**src/hdl/ext_pin_pkg.sv**
```systemverilog
// shared external pin interface constants and carrier types
package ext_pin_pkg;
    localparam int ADDR_W = 20;
    localparam int DATA_W = 64;
    localparam int CFG_DATA_W = 16;
    localparam int SD_ADDR_LO = 5;
    localparam int SD_ADDR_W = ADDR_W - SD_ADDR_LO;
    localparam logic [1:0] WIDTH_8 = 2'h0;
    localparam logic [1:0] WIDTH_16 = 2'h1;
    localparam logic [1:0] WIDTH_32 = 2'h2;
    localparam logic [ADDR_W-1:0] ADDR_RST = 20'h00000;
    localparam logic [DATA_W-1:0] DATA_RST = 64'h0000000000000000;

    typedef enum logic [1:0]
    {
        OWN_IDLE = 2'b00,
        OWN_SDRAM = 2'b01,
        OWN_EXT = 2'b10
    } owner_t;

    typedef struct packed
    {
        logic req;
        logic [SD_ADDR_W-1:0] addr;
        logic [DATA_W-1:0] wdata;
        logic wr;
    } sdram_side_t;

    typedef struct packed
    {
        logic req;
        logic [1:0] width;
        logic [ADDR_W-1:0] addr;
        logic [DATA_W-1:0] wdata;
        logic wr;
    } ext_side_t;

    typedef struct packed
    {
        logic [ADDR_W-1:0] addr;
        logic [CFG_DATA_W-1:0] data;
    } boot_cfg_t;
endpackage

```
**src/hdl/ext_pin_interface.sv**
```systemverilog
// external address/data pin sharing between sdram and external bus controllers
// Function
// one 20-bit address and 64-bit data bus, one owner at a time
// address pins undriven during reset, driven only after release
// address pin levels captured as boot configuration during reset
// low sixteen data lines captured during reset; data stays input
// sdram cycles drive only address lines 19 to 5
// external bus address bit meaning follows channel data width
// bus_isolate_n high isolates slow devices, low attaches them
// configured pins take boot state in reset; bus_isolate_n held high
// bus_isolate_n low only around external bus cycles, else high
`timescale 1ns/1ps
module ext_pin_interface
    import ext_pin_pkg::*;
(
    input wire logic clock,
    input wire logic sys_rst,
    input wire sdram_side_t sdram_ctrl,
    input wire ext_side_t ext_bus_ctrl,
    output logic sdram_grant,
    output logic ext_grant,
    input wire logic [ADDR_W-1:0] addr_in,
    output logic [ADDR_W-1:0] addr_out,
    output logic [ADDR_W-1:0] addr_oe_n,
    input wire logic [DATA_W-1:0] data_in,
    output logic [DATA_W-1:0] data_out,
    output logic data_oe_n,
    output logic [DATA_W-1:0] rdata,
    output logic bus_isolate_n,
    output boot_cfg_t boot_cfg
);
    owner_t owner;
    owner_t next_owner;
    logic [ADDR_W-1:0] next_addr_out;
    logic [ADDR_W-1:0] next_addr_oe_n;
    logic [DATA_W-1:0] next_data_out;
    logic next_data_oe_n;
    logic next_bus_isolate_n;
    boot_cfg_t next_boot_cfg;
    logic [DATA_W-1:0] next_rdata;
    logic [DATA_W-1:0] data_s1;
    logic [DATA_W-1:0] data_s2;
    logic [DATA_W-1:0] data_s3;
    logic [DATA_W-1:0] next_data_s1;
    logic [DATA_W-1:0] next_data_s2;
    logic [DATA_W-1:0] next_data_s3;
    logic [ADDR_W-1:0] addr_s1;
    logic [ADDR_W-1:0] addr_s2;
    logic [ADDR_W-1:0] addr_s3;
    logic [ADDR_W-1:0] next_addr_s1;
    logic [ADDR_W-1:0] next_addr_s2;
    logic [ADDR_W-1:0] next_addr_s3;
    logic addr_settled;
    logic cfg_data_settled;
    logic data_settled;

    // byte address to pin word for the given channel width
    function automatic logic [ADDR_W-1:0] ext_addr_map(input logic [1:0] w,
                                                      input logic [ADDR_W-1:0] a);
        case (w)
            WIDTH_8: ext_addr_map = a;
            WIDTH_16: ext_addr_map = {1'b0, a[ADDR_W-1:1]};
            WIDTH_32: ext_addr_map = {2'b00, a[ADDR_W-1:2]};
            default: ext_addr_map = a;
        endcase
    endfunction

    assign sdram_grant = (owner == OWN_SDRAM);
    assign ext_grant = (owner == OWN_EXT);

    // three-stage pin sampling
    always_comb
    begin
        next_addr_s1 = addr_in;
        next_addr_s2 = addr_s1;
        next_addr_s3 = addr_s2;
        next_data_s1 = data_in;
        next_data_s2 = data_s1;
        next_data_s3 = data_s2;
    end

    always_ff @(posedge clock)
    begin
        addr_s1 <= next_addr_s1;
        addr_s2 <= next_addr_s2;
        addr_s3 <= next_addr_s3;
        data_s1 <= next_data_s1;
        data_s2 <= next_data_s2;
        data_s3 <= next_data_s3;
    end

    // a pin change counts once the last two stages agree
    assign addr_settled = (addr_s2 == addr_s3);
    assign cfg_data_settled = (data_s2[CFG_DATA_W-1:0] == data_s3[CFG_DATA_W-1:0]);
    assign data_settled = (data_s2 == data_s3);

    // ownership: sdram first from idle, one idle cycle on every hand-over
    always_comb
    begin
        next_owner = OWN_IDLE;
        if (sys_rst)
        begin
            next_owner = OWN_IDLE;
        end
        else if (sdram_ctrl.req && owner != OWN_EXT)
        begin
            next_owner = OWN_SDRAM;
        end
        else if (ext_bus_ctrl.req && owner != OWN_SDRAM)
        begin
            next_owner = OWN_EXT;
        end
    end

    always_ff @(posedge clock)
    begin
        owner <= next_owner;
    end

    // address pins follow the owner being granted
    always_comb
    begin
        next_addr_out = addr_out;
        next_addr_oe_n = '0;
        case (next_owner)
            OWN_SDRAM:
            begin
                next_addr_out = {sdram_ctrl.addr, addr_out[SD_ADDR_LO-1:0]};
                next_addr_oe_n = {{SD_ADDR_W{1'b0}}, {SD_ADDR_LO{1'b1}}};
            end
            OWN_EXT:
            begin
                next_addr_out = ext_addr_map(ext_bus_ctrl.width, ext_bus_ctrl.addr);
            end
            OWN_IDLE:
            begin
                next_addr_oe_n = '0;
            end
            default:
            begin
                next_addr_oe_n = '0;
            end
        endcase
        if (sys_rst)
        begin
            next_addr_out = ADDR_RST;
            next_addr_oe_n = '1;
        end
    end

    always_ff @(posedge clock)
    begin
        addr_out <= next_addr_out;
        addr_oe_n <= next_addr_oe_n;
    end

    // data pins and the isolation buffer control
    always_comb
    begin
        next_data_out = data_out;
        next_data_oe_n = 1'b1;
        next_bus_isolate_n = 1'b1;
        case (next_owner)
            OWN_SDRAM:
            begin
                next_data_out = sdram_ctrl.wdata;
                next_data_oe_n = ~sdram_ctrl.wr;
            end
            OWN_EXT:
            begin
                next_data_out = ext_bus_ctrl.wdata;
                next_data_oe_n = ~ext_bus_ctrl.wr;
                next_bus_isolate_n = 1'b0;
            end
            default:
            begin
                next_data_oe_n = 1'b1;
            end
        endcase
        if (sys_rst)
        begin
            next_data_out = DATA_RST;
            next_data_oe_n = 1'b1;
            next_bus_isolate_n = 1'b1;
        end
    end

    always_ff @(posedge clock)
    begin
        data_out <= next_data_out;
        data_oe_n <= next_data_oe_n;
        bus_isolate_n <= next_bus_isolate_n;
    end

    // boot straps taken while reset holds, kept after release
    always_comb
    begin
        next_boot_cfg = boot_cfg;
        if (sys_rst && addr_settled)
        begin
            next_boot_cfg.addr = addr_s3;
        end
        if (sys_rst && cfg_data_settled)
        begin
            next_boot_cfg.data = data_s3[CFG_DATA_W-1:0];
        end
    end

    always_ff @(posedge clock)
    begin
        boot_cfg <= next_boot_cfg;
    end

    // read data taken while an owner leaves the data pins undriven
    always_comb
    begin
        next_rdata = rdata;
        if (sys_rst)
        begin
            next_rdata = DATA_RST;
        end
        else if (owner != OWN_IDLE && data_oe_n && data_settled)
        begin
            next_rdata = data_s3;
        end
    end

    always_ff @(posedge clock)
    begin
        rdata <= next_rdata;
    end
endmodule // ext_pin_interface

```
**config.mk**
```make
export PLATFORM = sky130hd
export DESIGN_NAME = ext_pin_interface
export DESIGN_NICKNAME = d
export VERILOG_FILES = /design/src/hdl/ext_pin_pkg.sv /design/src/hdl/ext_pin_interface.sv
export SDC_FILE = /design/constraint.sdc
export NUM_CORES = 1
export LEC_CHECK = 0
export BUFFER_PORTS_ARGS = -buffer_cell sky130_fd_sc_hd__buf_2
export CAP_MARGIN = 20
export CORE_AREA = 2 2 179 181
export CTS_CLUSTER_SIZE = 16
export DETAILED_ROUTE_END_ITERATION = 8
export DIE_AREA = 0 0 181 183
export HOLD_SLACK_MARGIN = 0.08
export PLACE_DENSITY = 0.72
export SETUP_SLACK_MARGIN = 0.2
export SYNTH_ARGS = -nofsm -noshare
export SYNTH_HDL_FRONTEND = slang
export SYNTH_SLANG_ARGS = --single-unit
```
**constraint.sdc**
```tcl
create_clock -name clock -period 4.49 [get_ports clock]
set_input_delay 0 -clock clock [delete_from_list [all_inputs] [get_ports clock]]
set_output_delay 0 -clock clock [all_outputs]
set_load 0.02 [all_outputs]
```
Yosys cells after proc, flatten, opt, wreduce, memory -nomap -nowiden
Index checks and enable logic that the tools add are counted.
- input bits: 255
- bits in registers: 460
- bitwise gates (word level): 3
- mux-type cells: 9
- equal/unequal tests: 11
- reductions and logical operators: 9
- operators with widths (cell ; count):
    $pmux W64 S2 ; 1
    $pmux W20 S2 ; 2
    $eq A64 B64 Y1 ; 1
    $eq A20 B20 Y1 ; 1
    $eq A16 B16 Y1 ; 1
    $eq A2 B1 Y1 const B ; 3
    $eq A2 B2 Y1 const B ; 3
    $logic_and A1 B1 Y1 ; 6
    $mux W2 ; 3
    $mux W5 ; 1
    $reduce_bool A2 Y1 ; 2
    $not A1 Y1 ; 3
    $ne A2 B1 Y1 const B ; 1
    $ne A2 B2 Y1 const B ; 1
    $pmux W1 S2 ; 1
    $reduce_and A2 Y1 ; 1
    $mux W1 ; 1

Logic depth before layout (Yosys ltp)
Gate-level depths: netlist (run 1).
- depth after elaboration: 8
- mapped depth: 10

Least setup slack after synthesis (run 1)
Ideal clock, no wire load.
- path kind: register to register
- start: reg addr_s3[10]
- end: reg boot_cfg[16] in the netlist's numbering, enable pin
- period minus slack after synthesis: 3261 ps
- path buffers: 0
- setup slack: 1229 ps
- setup time: 448 ps
- data arrival time: 2813 ps
- stages on the path, launching flop included: 5
- required time: 4042 ps
- cell sequence: dfxtp_1 -> xor2_1 -> nor4_1 -> nand4_1 -> nor4_1
- word-level cells in the longest chain between the ends: 2
- RTL lines (what ; RTL line ; source):
    start: declaration ; ext_pin_interface.sv:49 ; logic [ADDR_W-1:0] addr_s3;
    start signal: assignment ; ext_pin_interface.sv:86 ; addr_s3 <= next_addr_s3;
    $eq A20 B20 Y1 ; ext_pin_interface.sv:93 ; assign addr_settled = (addr_s2 == addr_s3);
    $logic_and A1 B1 Y1 ; ext_pin_interface.sv:199 ; if (sys_rst && addr_settled)
    end signal: assignment ; ext_pin_interface.sv:211 ; boot_cfg <= next_boot_cfg;
    end: declaration ; ext_pin_interface.sv:30 ; output boot_cfg_t boot_cfg
No other way between the ends.
A chain may end at the register's enable or synchronous reset.

Final worst setup path (run 1)
- start: reg owner[0]
- end: reg data_out[51]
- word-level cells in the longest chain between the ends: 7
- elaborated cells between the ends (all ways): 11
- classes of those cells: 4 x eq/ne; 4 x mux; 3 x reduce/logical
- RTL lines (what ; RTL line ; source):
    start: declaration ; ext_pin_interface.sv:32 ; owner_t owner;
    start signal: assignment ; ext_pin_interface.sv:117 ; owner <= next_owner;
    $ne A2 B1 Y1 ; ext_pin_interface.sv:109 ; else if (ext_bus_ctrl.req && owner != OWN_SDRAM)
    $logic_and A1 B1 Y1 ; ext_pin_interface.sv:109 ;
    $mux W2 ; ext_pin_interface.sv:109 ;
    $mux W2 * ; ext_pin_interface.sv:105 ; else if (sdram_ctrl.req && owner != OWN_EXT)
    $mux W2 * ; ext_pin_interface.sv:101 ; if (sys_rst)
    $eq A2 B2 Y1 / $eq A2 B1 Y1 (equally long branches) ; ext_pin_interface.sv:163 ; case (next_owner)
    $pmux W64 S2 / $reduce_bool A2 Y1 (equally long branches) ; -- ;
    end signal: assignment ; ext_pin_interface.sv:190 ; data_out <= next_data_out;
    end: declaration ; ext_pin_interface.sv:26 ; output logic [DATA_W-1:0] data_out,
Every way passes the cells marked *; elsewhere a longest branch is shown, timed or not.

==> results of run 1 <==
## through the flow
step                instance area, um^2  std cells  hold WS, ns  setup WS [ns]  power [mW]
detailed placement                16100       2035        0.104           1.53        4.96
CTS                               20200       2382       0.0806           1.47        8.68
global route                      20300       2388       0.0865           1.09        9.00
finish                            20300       2390        0.100           1.27        8.70
floorplan                         13800       1263       0.0277           1.23        4.69
global placement                  16100       2035        0.103           1.55        4.94
## cells in the final DEF (no fill, tap or decap), drive strengths merged
master,n
nor2,109
diode,6
and4,1
or3,1
dlygate4sd3,269
nor4,9
a22oi,18
xor2,25
or4,1
edfxtp,36
and2,3
bufinv,1
inv,7
nand2b,3
ha,2
o211ai,15
a21oi,88
nand4,16
nand3,68
clkinv,12
xnor2,59
a21o,1
o21ai,78
a311oi,65
nand2,148
nor3,1
clkbuf,62
dfxtp,406
buf,477
clkinvlp,1
## logic make-up (layout without fill, tap and decap cells)
group                    count (synthesis)  count (layout)  synth area share (%)
flip-flops                             442             442                  66.9
AND/OR/NAND/NOR                        360             360                  11.2
AO/OA/AOI/OAI                          265             265                  12.1
buffers and inverters                  110             829                  4.27
XOR/XNOR                                84              84                  5.35
adder cells (fa/ha/maj)                  2               2                 0.182
other                                    0               6                     0
## critical path: stages (launching register included)
cell	delay [ns]
sky130_fd_sc_hd__dfxtp_1	0.32
sky130_fd_sc_hd__nand2b_1	0.22
sky130_fd_sc_hd__nand2_4	0.74
sky130_fd_sc_hd__buf_4	0.67
sky130_fd_sc_hd__nor2_1	0.15
sky130_fd_sc_hd__a311oi_1	0.40
sky130_fd_sc_hd__dlygate4sd3_1	0.61
## path summary, 6_finish.rpt
check,end,slack [ns],cells after the start
setup / recovery,data_out[51]$_SDFFE_PP0P_,1.27,6
hold / removal,data_s1[28]$_DFF_P_,0.10,2
setup reg to reg,data_out[51]$_SDFFE_PP0P_,1.27,6
hold reg to reg,data_s2[19]$_DFF_P_,0.32,0
## layer usage
metal	GRT usage (%)	routed length, um	up-vias
met5	0	0	-
met4	12.8	2070	0
met3	5.82	3310	152
met2	43.6	21800	653
met1	29.4	16700	5792
li1	-	-	5719
## power groups by stage
stage | registers (mW) | clock network [mW] | logic (mW)
CTS | 4.26 | 3.58 | 0.838
global placement | 4.34 | 0 | 0.606
floorplan | 4.40 | 0 | 0.288
finish | 4.27 | 3.55 | 0.890
global route | 4.28 | 3.77 | 0.946
detailed placement | 4.34 | 0 | 0.614
## state kept, by name, summed over array words and instances (netlist names), 2 cells and up
name / cells
addr_oe_n: 2
addr_out: 20
addr_s1: 20
addr_s2: 20
addr_s3: 20
boot_cfg: 36
data_out: 64
data_s1: 64
data_s2: 64
data_s3: 64
owner: 2
rdata: 64
## layout make-up
cell class | instances | area share (%)
timing repair buffer | 746 | 25.4
sequential | 442 | 45.4
antenna | 6 | 0.0740
multi-input combinational | 711 | 19.6
tap | 402 | 2.48
clock buffer | 62 | 6.25
inverter | 5 | 0.0925
clock inverter | 16 | 0.727
## repair_timing
| action | in CTS | in global routing |
|---|---|---|
| hold endpoints to repair | 179 | 0 |
| hold buffers | 269 | 0 |
| setup endpoints to repair | 0 | 0 |
==> results.txt, run 1 <==
----------------------------------------------------
[Power and ir drop]
  Total leakage power ... 8.76 nW
  Sequential share of power ... 49.0%
  Max VDD drop ... 248 uV
  P_sw ... 2.07 mW
  Clock network fraction of design power ... 40.8%
  Comb pwr share ... 10.2%
  Internal power ... 6.64 mW
  Total power per unit cell area ... 429 mW/mm^2
  Switching fraction of total power ... 23.7%

[Global route]
  Via count of the first global-routing pass ... 12300
  Pin count of the biggest net entering global routing ... 99
  Global-route wire length before repair ... 65700 um
  Global-route congestion overflow total ... 0
  Total routing usage reported by global routing ... 25.2%
  Initial antenna violation count ... 4

[Floorplanning]
  DIE AREA ... 0.0331 mm^2
  Initial cell density of the core ... 44.1%
  Floorplan die height ... 183 um
  Core Footprint ... 0.0312 mm^2
  Overall die width ... 181 um
  Number of rows in the core area ... 65
  Num ports ... 463

[Setup path]
  Worst EP arrival ... 3.71 ns
  Worst Path Max Fanout ... 98
  Beginning of the worst register-to-register path ... owner[0]$_DFF_P_
  WS Path Type ... flip-flop to flip-flop
  Kind of start point of the critical path ... flip-flop
  Category of the worst setup path capture point ... flip-flop
  Required time of the critical path ... 4.97 ns
  Launching element of the worst setup path ... owner[0]$_DFF_P_

[Synthesis]
  Biggest area contributors in the synthesized netlist ... sky130_fd_sc_hd__dfxtp_1, sky130_fd_sc_hd__edfxtp_1, sky130_fd_sc_hd__a311oi_1
  Largest area contributor in the synthesized netlist ... sky130_fd_sc_hd__dfxtp_1
  Mean instance size in the synthesized netlist ... 10.9 um^2
  Post-synthesis instance total ... 1263
  Summed instance area of the synthesized netlist ... 0.0138 mm^2
  Share of synthesized area occupied by flip-flops and latches ... 66.9%
  Number of synthesized register bits ... 442
  Synthesized Nets ... 1520
  Primary FF master, synth ... sky130_fd_sc_hd__dfxtp_1
  Number of synthesized flops with an enable pin ... 36
  Async set or reset register ratio after synthesis ... 0%
  Count leader, synth ... sky130_fd_sc_hd__dfxtp_1
  Distinct cell type count of the synthesized netlist ... 31
  Top-area cell type share of the netlist area ... 59.1%
  Commonest cells post-synth ... sky130_fd_sc_hd__dfxtp_1, sky130_fd_sc_hd__nand2_1, sky130_fd_sc_hd__nor2_1
  Number of warnings issued by yosys ... 0

[Worst hold path]
  Class of the tightest hold or removal check ... input pin to flip-flop
  Start point of the worst hold path ... data_in[28]

[Final layout]
  Area occupied by multi-input gates ... 0.00398 mm^2
  Layout cell share with drive strength beyond 1 ... 28.0%
  Area taken by flip-flops and latches ... 0.00921 mm^2
  Share of the core filled with cells ... 65.0%
  Number of filler cells placed in the layout ... 2215
  Number of nets in the layout ... 2206
  Area delta synth->final ... 47.5%

[Status]
  Run status ... finished, final reports clean

[STA]
  Slew at the pin with the worst max-slew slack ... 0.962 ns
  Final count of pins violating max slew ... 0
  Fmax ... 310 MHz
  Portion of the clock cycle consumed by the worst path in the final layout ... 71.8%
  Worst-case headroom to the max-slew limit ... 35.2%
  Final Critical Period ... 3.22 ns
  Endpoints failing setup ... 0
  Total negative setup slack ... 0 ns
  RSZ-0062 raised after global routing ... no
  Final count of hold timing violations ... 0
  Clk_skew ... 0.0189 ns

[Placement]
  Buffers on Ports ... 462
  Final RePlAce weighted congestion ... 0.845
  Post-DP HPWL ... 26200 um

[Clock network]
  TritonCTS Sinks ... 442
  Root Buffer Master ... sky130_fd_sc_hd__clkbuf_16
  Post_cts resized ... 0
  Number of buffers added by the clock tree synthesis step ... 43
  TritonCTS clock tree ... done
  Postcts setup bufs ... 0
  Clock transition at the register clock pins on the worst setup and hold paths after CTS ... 0.06 ns
  Maximum number of buffers from clock root to sink ... 3
  H-tree levels ... 2
  Worst-Skew Late Latency ... 0.54 ns

[Route]
  First-pass DRT Iterations ... 5
  DRT Wirelength ... 43900 um
  Total via count in the routed design ... 12300
  Wire per inst ... 18.4 um
  DR vias/cell ... 5.15
  # DRC ... 0
  Iteration-0 DRC Markers ... 878
  Remaining antenna violation count ... 0

[Job]
  Max-cap violations ... 0

----------------------------------------------------
(Power assumes the default switching activity.)
==> run 2: changes to the inputs <==
==> constraint.sdc (replaced) <==
create_clock -name clock -period 3.3 [get_ports clock]
set_input_delay 0 -clock clock [delete_from_list [all_inputs] [get_ports clock]]
set_output_delay 0 -clock clock [all_outputs]
set_load 0.02 [all_outputs]
==> results.txt, run 2 (same netlist as run 1, synthesis figures left out) <==
----------------------------------------------------
[Status]
  Run status ... finished, final reports clean (unchanged)

[Floorplanning]
  DIE AREA ... 0.0331 mm^2 (unchanged)
  Initial cell density of the core ... 44.1% (unchanged)
  Num ports ... 463 (unchanged)
  Overall die width ... 181 um (unchanged)
  Floorplan die height ... 183 um (unchanged)
  Core Footprint ... 0.0312 mm^2 (unchanged)
  Number of rows in the core area ... 65 (unchanged)

[Global route]
  Global-route wire length before repair ... 67600 um (was 65700 um)
  Global-route congestion overflow total ... 0 (unchanged)
  Initial antenna violation count ... 4 (unchanged)
  Via count of the first global-routing pass ... 12700 (was 12300)
  Total routing usage reported by global routing ... 25.7% (was 25.2%)
  Pin count of the biggest net entering global routing ... 92 (was 99)

[STA]
  Portion of the clock cycle consumed by the worst path in the final layout ... 81.2% (was 71.8%)
  Worst-case headroom to the max-slew limit ... 32.5% (was 35.2%)
  Fmax ... 373 MHz (was 310 MHz)
  Clk_skew ... 0.0208 ns (was 0.0189 ns)
  Final count of hold timing violations ... 0 (unchanged)
  Slew at the pin with the worst max-slew slack ... 1.01 ns (was 0.962 ns)
  Final count of pins violating max slew ... 0 (unchanged)
  Min setup slack post-route ... 0.621 ns (was 1.27 ns)
  Final Critical Period ... 2.68 ns (was 3.22 ns)
  Endpoints failing setup ... 0 (unchanged)
  Total negative setup slack ... 0 ns (unchanged)
  RSZ-0062 raised after global routing ... no (unchanged)

[Route]
  Wire per inst ... 18.5 um (was 18.4 um)
  Iteration-0 DRC Markers ... 918 (was 878)
  First-pass DRT Iterations ... 5 (unchanged)
  # DRC ... 0 (unchanged)
  Total via count in the routed design ... 12600 (was 12300)
  Remaining antenna violation count ... 0 (unchanged)
  DRT Wirelength ... 44700 um (was 43900 um)
  DR vias/cell ... 5.21 (was 5.15)

[Placement]
  Minimum setup slack after placement ... 0.658 ns (was 1.53 ns)
  Post-DP HPWL ... 26600 um (was 26200 um)
  Final RePlAce weighted congestion ... 0.839 (was 0.845)
  Buffers on Ports ... 462 (unchanged)

[Power and ir drop]
  Total leakage power ... 8.90 nW (was 8.76 nW)
  Sequential share of power ... 47.3% (was 49.0%)
  Internal power ... 9.42 mW (was 6.64 mW)
  Comb pwr share ... 9.9% (was 10.2%)
  P_sw ... 2.87 mW (was 2.07 mW)
  Switching fraction of total power ... 23.3% (was 23.7%)
  Max VDD drop ... 483 uV (was 248 uV)
  Clock network fraction of design power ... 42.8% (was 40.8%)
  Total power per unit cell area ... 597 mW/mm^2 (was 429 mW/mm^2)

[Setup path]
  Category of the worst setup path capture point ... flip-flop (unchanged)
  Required time of the critical path ... 3.70 ns (was 4.97 ns)
  Worst setup slack for register-to-register paths ... 0.62 ns (was 1.27 ns)
  Logic depth of the worst register-to-register path ... 7 (was 6)
  Beginning of the worst register-to-register path ... data_s3[17]$_DFF_P_ (was owner[0]$_DFF_P_)
  WS Path Type ... flip-flop to flip-flop (unchanged)
  Kind of start point of the critical path ... flip-flop (unchanged)
  Critical path endpoint ... rdata[14]$_SDFFE_PP0P_ (was data_out[51]$_SDFFE_PP0P_)
  FF-to-FF End ... rdata[14]$_SDFFE_PP0P_ (was data_out[51]$_SDFFE_PP0P_)
  Launching element of the worst setup path ... data_s3[17]$_DFF_P_ (was owner[0]$_DFF_P_)
  Worst EP arrival ... 3.08 ns (was 3.71 ns)
  Worst Path Max Fanout ... 27 (was 98)

[Final layout]
  Most common cell after layout, fill and taps aside ... sky130_fd_sc_hd__buf_2 (unchanged)
  Top library cells by usage in the layout, fill and taps aside ... sky130_fd_sc_hd__buf_2, sky130_fd_sc_hd__dfxtp_1, sky130_fd_sc_hd__dlygate4sd3_1, sky130_fd_sc_hd__nand2_1, sky130_fd_sc_hd__nor2_1 (unchanged)
  Number of nets in the layout ... 2223 (was 2206)
  Layout cell share with drive strength beyond 1 ... 28.0% (about the same)
  Area delta synth->final ... 49.7% (was 47.5%)

[Clock network]
  H-tree levels ... 2 (unchanged)
  Maximum number of buffers from clock root to sink ... 3 (unchanged)
  Root Buffer Master ... sky130_fd_sc_hd__clkbuf_16 (unchanged)
  TritonCTS Sinks ... 442 (unchanged)
  Clock transition at the register clock pins on the worst setup and hold paths after CTS ... 0.06 ns (about the same)
  Worst-Skew Late Latency ... 0.55 ns (was 0.54 ns)
  TritonCTS clock tree ... done (unchanged)
  Number of buffers added by the clock tree synthesis step ... 44 (was 43)

[Worst hold path]
  Class of the tightest hold or removal check ... input pin to flip-flop (unchanged)
  Start point of the worst hold path ... addr_in[1] (was data_in[28])

[Job]
  Max-cap violations ... 0 (unchanged)

----------------------------------------------------
## run 2: changes by cell type in the layout (fill, tap and decap cells not counted), moves of 2 or more
| cell | previous run | this run |
|---|---|---|
| sky130_fd_sc_hd__clkinv_2 | 9 | 6 |
| sky130_fd_sc_hd__dlygate4sd3_1 | 269 | 279 |
| sky130_fd_sc_hd__clkinvlp_4 | 1 | 3 |
| sky130_fd_sc_hd__clkbuf_16 | 44 | 47 |
| sky130_fd_sc_hd__clkbuf_1 | 8 | 10 |
| sky130_fd_sc_hd__bufinv_16 | 1 | 5 |
| sky130_fd_sc_hd__clkbuf_8 | 10 | 6 |
| sky130_fd_sc_hd__buf_4 | 14 | 19 |
## run 2: worst min path at each step
stage	end	slack, ns	cells past startpoint
2_1_floorplan	addr_oe_n[18]$_SDFF_PP1_	0.03	0
3_3_place_gp	data_s1[43]$_DFF_P_	0.10	1
3_5_place_dp	data_s1[53]$_DFF_P_	0.10	1
4_1_cts	data_s1[16]$_DFF_P_	0.08	2
5_1_grt	addr_s1[1]$_DFF_P_	0.08	2
6_report	addr_s1[1]$_DFF_P_	0.09	2
## run 2: critical path, stage by stage, from the launching register on
cell	delay, ns
sky130_fd_sc_hd__dfxtp_1	0.32
sky130_fd_sc_hd__xor2_1	0.16
sky130_fd_sc_hd__nor4_1	0.37
sky130_fd_sc_hd__nand4_1	0.22
sky130_fd_sc_hd__or4_2	0.84
sky130_fd_sc_hd__buf_4	0.34
sky130_fd_sc_hd__o21ai_1	0.18
sky130_fd_sc_hd__a21oi_1	0.10
## run 2: routing by layer
| layer | vias up | GRT usage (%) | routed length (um) |
|---|---|---|---|
| li1 | 5761 | - | - |
| met1 | 5913 | 29.6 | 16800 |
| met2 | 702 | 44.2 | 21700 |
| met3 | 179 | 6.59 | 3850 |
| met4 | 0 | 13.4 | 2330 |
| met5 | - | 0 | 0 |
## run 2: power groups by stage
stage	Combinational (mW)	Clock, mW	Sequential (mW)
after global placement	0.835	0	5.90
after floorplan	0.392	0	5.99
after global routing	1.30	5.57	5.83
after detailed placement	0.850	0	5.91
after CTS	1.16	5.34	5.80
final	1.22	5.26	5.81
## run 2: timing repair
action | 4_1_cts | 5_1_grt
gates resized for setup | 0 | 0
hold endpoints to repair | 199 | 0
endpoints found under the setup margin | 0 | 0
buffers inserted | 0 | 0
hold buffers | 279 | 0
## run 2: cell type report
type | count | area [um^2]
Fill cell | 2284 | 10600
Sequential cell | 442 | 9210
Timing Repair Buffer | 762 | 5300
Multi-Input combinational cell | 711 | 3990
Clock buffer | 63 | 1300
Tap cell | 402 | 503
Clock inverter | 18 | 262
Inverter | 5 | 18.8
Antenna cell | 6 | 15.0
## run 2: through the flow
| stage | area (um^2) | cells | power, mW | util (%) | hold slack [ns] |
|---|---|---|---|---|---|
| final | 20600 | 2409 | 12.3 | 65.9 | 0.0928 |
| after global routing | 20600 | 2407 | 12.7 | 65.9 | 0.0818 |
| after CTS | 20600 | 2402 | 12.3 | 65.8 | 0.0803 |
| after detailed placement | 16200 | 2042 | 6.76 | 51.9 | 0.104 |
| after global placement | 16200 | 2042 | 6.74 | 51.9 | 0.102 |
| after floorplan | 13800 | 1263 | 6.38 | - | 0.0277 |
==> run 3: changes to the inputs <==
--- a/config.mk
+++ b/config.mk
@@ -7,12 +7,12 @@
 export LEC_CHECK = 0
 export BUFFER_PORTS_ARGS = -buffer_cell sky130_fd_sc_hd__buf_2
 export CAP_MARGIN = 20
-export CORE_AREA = 2 2 179 181
+export CORE_MARGIN = 2
+export CORE_UTILIZATION = 45
 export CTS_CLUSTER_SIZE = 16
 export DETAILED_ROUTE_END_ITERATION = 8
-export DIE_AREA = 0 0 181 183
 export HOLD_SLACK_MARGIN = 0.08
-export PLACE_DENSITY = 0.72
+export PLACE_DENSITY = 0.76
 export SETUP_SLACK_MARGIN = 0.2
 export SYNTH_ARGS = -nofsm -noshare
 export SYNTH_HDL_FRONTEND = slang
==> constraint.sdc (replaced) <==
create_clock -name clock -period 2.4 [get_ports clock]
set_input_delay 0 -clock clock [delete_from_list [all_inputs] [get_ports clock]]
set_output_delay 0 -clock clock [all_outputs]
set_load 0.02 [all_outputs]
==> results.txt, run 3 (same netlist as run 1, synthesis figures left out) <==
----------------------------------------------------
[Floorplanning]
  Num ports ... 463 (unchanged)
  Core Footprint ... 0.0303 mm^2 (was 0.0312 mm^2)
  DIE AREA ... 0.0320 mm^2 (was 0.0331 mm^2)
  Floorplan die height ... 179 um (was 183 um)
  Overall die width ... 179 um (was 181 um)
  Number of rows in the core area ... 64 (was 65)
  Initial cell density of the core ... 45.3% (was 44.1%)

[Global route]
  Initial antenna violation count ... 3 (was 4)
  Global-route wire length before repair ... 67000 um (was 67600 um)
  Total routing usage reported by global routing ... 26.5% (was 25.7%)
  Pin count of the biggest net entering global routing ... 92 (unchanged)
  Global-route congestion overflow total ... 0 (unchanged)
  Via count of the first global-routing pass ... 13000 (was 12700)

[Setup path]
  WS Path Type ... flip-flop to flip-flop (unchanged)
  Required time of the critical path ... 2.84 ns (was 3.70 ns)
  Kind of start point of the critical path ... flip-flop (unchanged)
  Worst Path Max Fanout ... 22 (was 27)
  Category of the worst setup path capture point ... flip-flop (unchanged)
  Beginning of the worst register-to-register path ... data_s3[14]$_DFF_P_ (was data_s3[17]$_DFF_P_)
  Worst EP arrival ... 2.60 ns (was 3.08 ns)
  Launching element of the worst setup path ... data_s3[14]$_DFF_P_ (was data_s3[17]$_DFF_P_)

[Clock network]
  Clock transition at the register clock pins on the worst setup and hold paths after CTS ... 0.06 ns (about the same)
  H-tree levels ... 2 (unchanged)
  Root Buffer Master ... sky130_fd_sc_hd__clkbuf_16 (unchanged)
  TritonCTS clock tree ... done (unchanged)
  Number of buffers added by the clock tree synthesis step ... 43 (was 44)
  TritonCTS Sinks ... 442 (unchanged)
  Worst-Skew Late Latency ... 0.54 ns (was 0.55 ns)
  Maximum number of buffers from clock root to sink ... 3 (unchanged)

[Final layout]
  Most common cell after layout, fill and taps aside ... sky130_fd_sc_hd__buf_2 (unchanged)
  Top library cells by usage in the layout, fill and taps aside ... sky130_fd_sc_hd__buf_2, sky130_fd_sc_hd__dfxtp_1, sky130_fd_sc_hd__dlygate4sd3_1, sky130_fd_sc_hd__nand2_1, sky130_fd_sc_hd__nor2_1 (unchanged)
  Share of the core filled with cells ... 67.8% (was 65.9%)
  Area delta synth->final ... 49.6% (was 49.7%)
  Layout cell share with drive strength beyond 1 ... 28.4% (was 28.0%)
  Number of nets in the layout ... 2222 (was 2223)

[Route]
  Iteration-0 DRC Markers ... 1038 (was 918)
  Wire per inst ... 19.5 um (was 18.5 um)
  Remaining antenna violation count ... 0 (unchanged)
  Total via count in the routed design ... 12900 (was 12600)
  DRT Wirelength ... 46700 um (was 44700 um)
  # DRC ... 0 (unchanged)
  DR vias/cell ... 5.36 (was 5.21)
  First-pass DRT Iterations ... 5 (unchanged)

[STA]
  RSZ-0062 raised after global routing ... yes (was no)
  Final count of pins violating max slew ... 0 (unchanged)
  Slew at the pin with the worst max-slew slack ... 0.920 ns (was 1.01 ns)
  Endpoints failing setup ... 0 (unchanged)
  Final Critical Period ... 2.16 ns (was 2.68 ns)
  Clk_skew ... 0.0230 ns (was 0.0208 ns)
  Final count of hold timing violations ... 0 (unchanged)
  Min setup slack post-route ... 0.241 ns (was 0.621 ns)
  Portion of the clock cycle consumed by the worst path in the final layout ... 90.0% (was 81.2%)
  Worst-case headroom to the max-slew limit ... 38.0% (was 32.5%)
  Total negative setup slack ... 0 ns (unchanged)
  Fmax ... 463 MHz (was 373 MHz)

[Placement]
  Buffers on Ports ... 462 (unchanged)
  Final RePlAce weighted congestion ... 0.815 (was 0.839)
  Minimum setup slack after placement ... 0.140 ns (was 0.658 ns)
  Post-DP HPWL ... 25800 um (was 26600 um)

[Worst hold path]
  Class of the tightest hold or removal check ... input pin to flip-flop (unchanged)
  Start point of the worst hold path ... data_in[62] (was addr_in[1])

[Power and ir drop]
  P_sw ... 3.88 mW (was 2.87 mW)
  Sequential share of power ... 49.0% (was 47.3%)
  Comb pwr share ... 10.4% (was 9.9%)
  Internal power ... 12.5 mW (was 9.42 mW)
  Max VDD drop ... 511 uV (was 483 uV)
  Total power per unit cell area ... 794 mW/mm^2 (was 597 mW/mm^2)
  Total leakage power ... 8.83 nW (was 8.90 nW)
  Clock network fraction of design power ... 40.6% (was 42.8%)
  Switching fraction of total power ... 23.8% (was 23.3%)

[Status]
  Run status ... finished, final reports clean (unchanged)

[Job]
  Max-cap violations ... 0 (unchanged)

----------------------------------------------------
[run 3: cell count changes in the layout (fill, tap and decap cells not counted), sizes merged]
cell | previous run | this run
dlygate4sd3 | 279 | 269
clkbuf | 63 | 70
buf | 483 | 489
bufinv | 5 | 2
diode | 6 | 3
clkinvlp | 3 | 1
inv | 5 | 6
[run 3: cell type report]
type                            count  area (um^2)
Fill cell                        1985         9770
Sequential cell                   442         9210
Timing Repair Buffer              762         5410
Multi-Input combinational cell    711         4030
Clock buffer                       66         1250
Tap cell                          396          495
Clock inverter                     14          159
Inverter                            5         18.8
Antenna cell                        3         7.51
[run 3: final timing paths]
check | endpoint | slack (ns) | cells after the start
min reg2reg | data_s2[61]$_DFF_P_ | 0.31 | 0
max | rdata[29]$_SDFFE_PP0P_ | 0.24 | 8
max reg2reg | rdata[29]$_SDFFE_PP0P_ | 0.24 | 8
min | data_s1[62]$_DFF_P_ | 0.1 | 2
[run 3: layer usage]
layer	wire length (um)	track usage, %	up-vias
met4	2690	15.1	2
met1	16600	30.2	5982
li1	-	-	5755
met3	4760	7.00	227
met2	22600	45.0	904
met5	13	0	-
[run 3: repair_timing]
item	4_1_cts	5_1_grt
resized for setup	5	8
pin swaps	1	2
setup endpoints to repair	64	91
hold endpoints to repair	177	2
setup buffers	0	0
hold buffers	267	2
gates cloned	0	4
[run 3: through the flow]
step | instance area (um^2) | hold WS (ns) | instances | power [mW]
floorplan | 13800 | 0.0277 | 1263 | 8.78
global placement | 16300 | 0.102 | 2043 | 9.26
detailed placement | 16300 | 0.104 | 2043 | 9.30
CTS | 20400 | 0.0807 | 2390 | 16.3
global route | 20600 | 0.0910 | 2398 | 16.9
finish | 20600 | 0.0961 | 2399 | 16.3
[run 3: power groups by stage]
stage	sequential, mW	combinational [mW]	clock, mW
3_3_place_gp	8.12	1.15	0
2_1_floorplan	8.23	0.540	0
5_1_grt	8.02	1.80	7.03
6_report	8.00	1.70	6.63
4_1_cts	7.98	1.56	6.73
3_5_place_dp	8.13	1.17	0
[run 3: worst max-delay path, stage by stage (launching register included)]
cell and delay, ns:
sky130_fd_sc_hd__dfxtp_1 0.33, sky130_fd_sc_hd__xnor2_1 0.21, sky130_fd_sc_hd__nand4_1 0.17, sky130_fd_sc_hd__nor4_2 0.33, sky130_fd_sc_hd__buf_4 0.18, sky130_fd_sc_hd__and4_2 0.30, sky130_fd_sc_hd__buf_12 0.20, sky130_fd_sc_hd__nand3_1 0.13
sky130_fd_sc_hd__a21oi_1 0.21
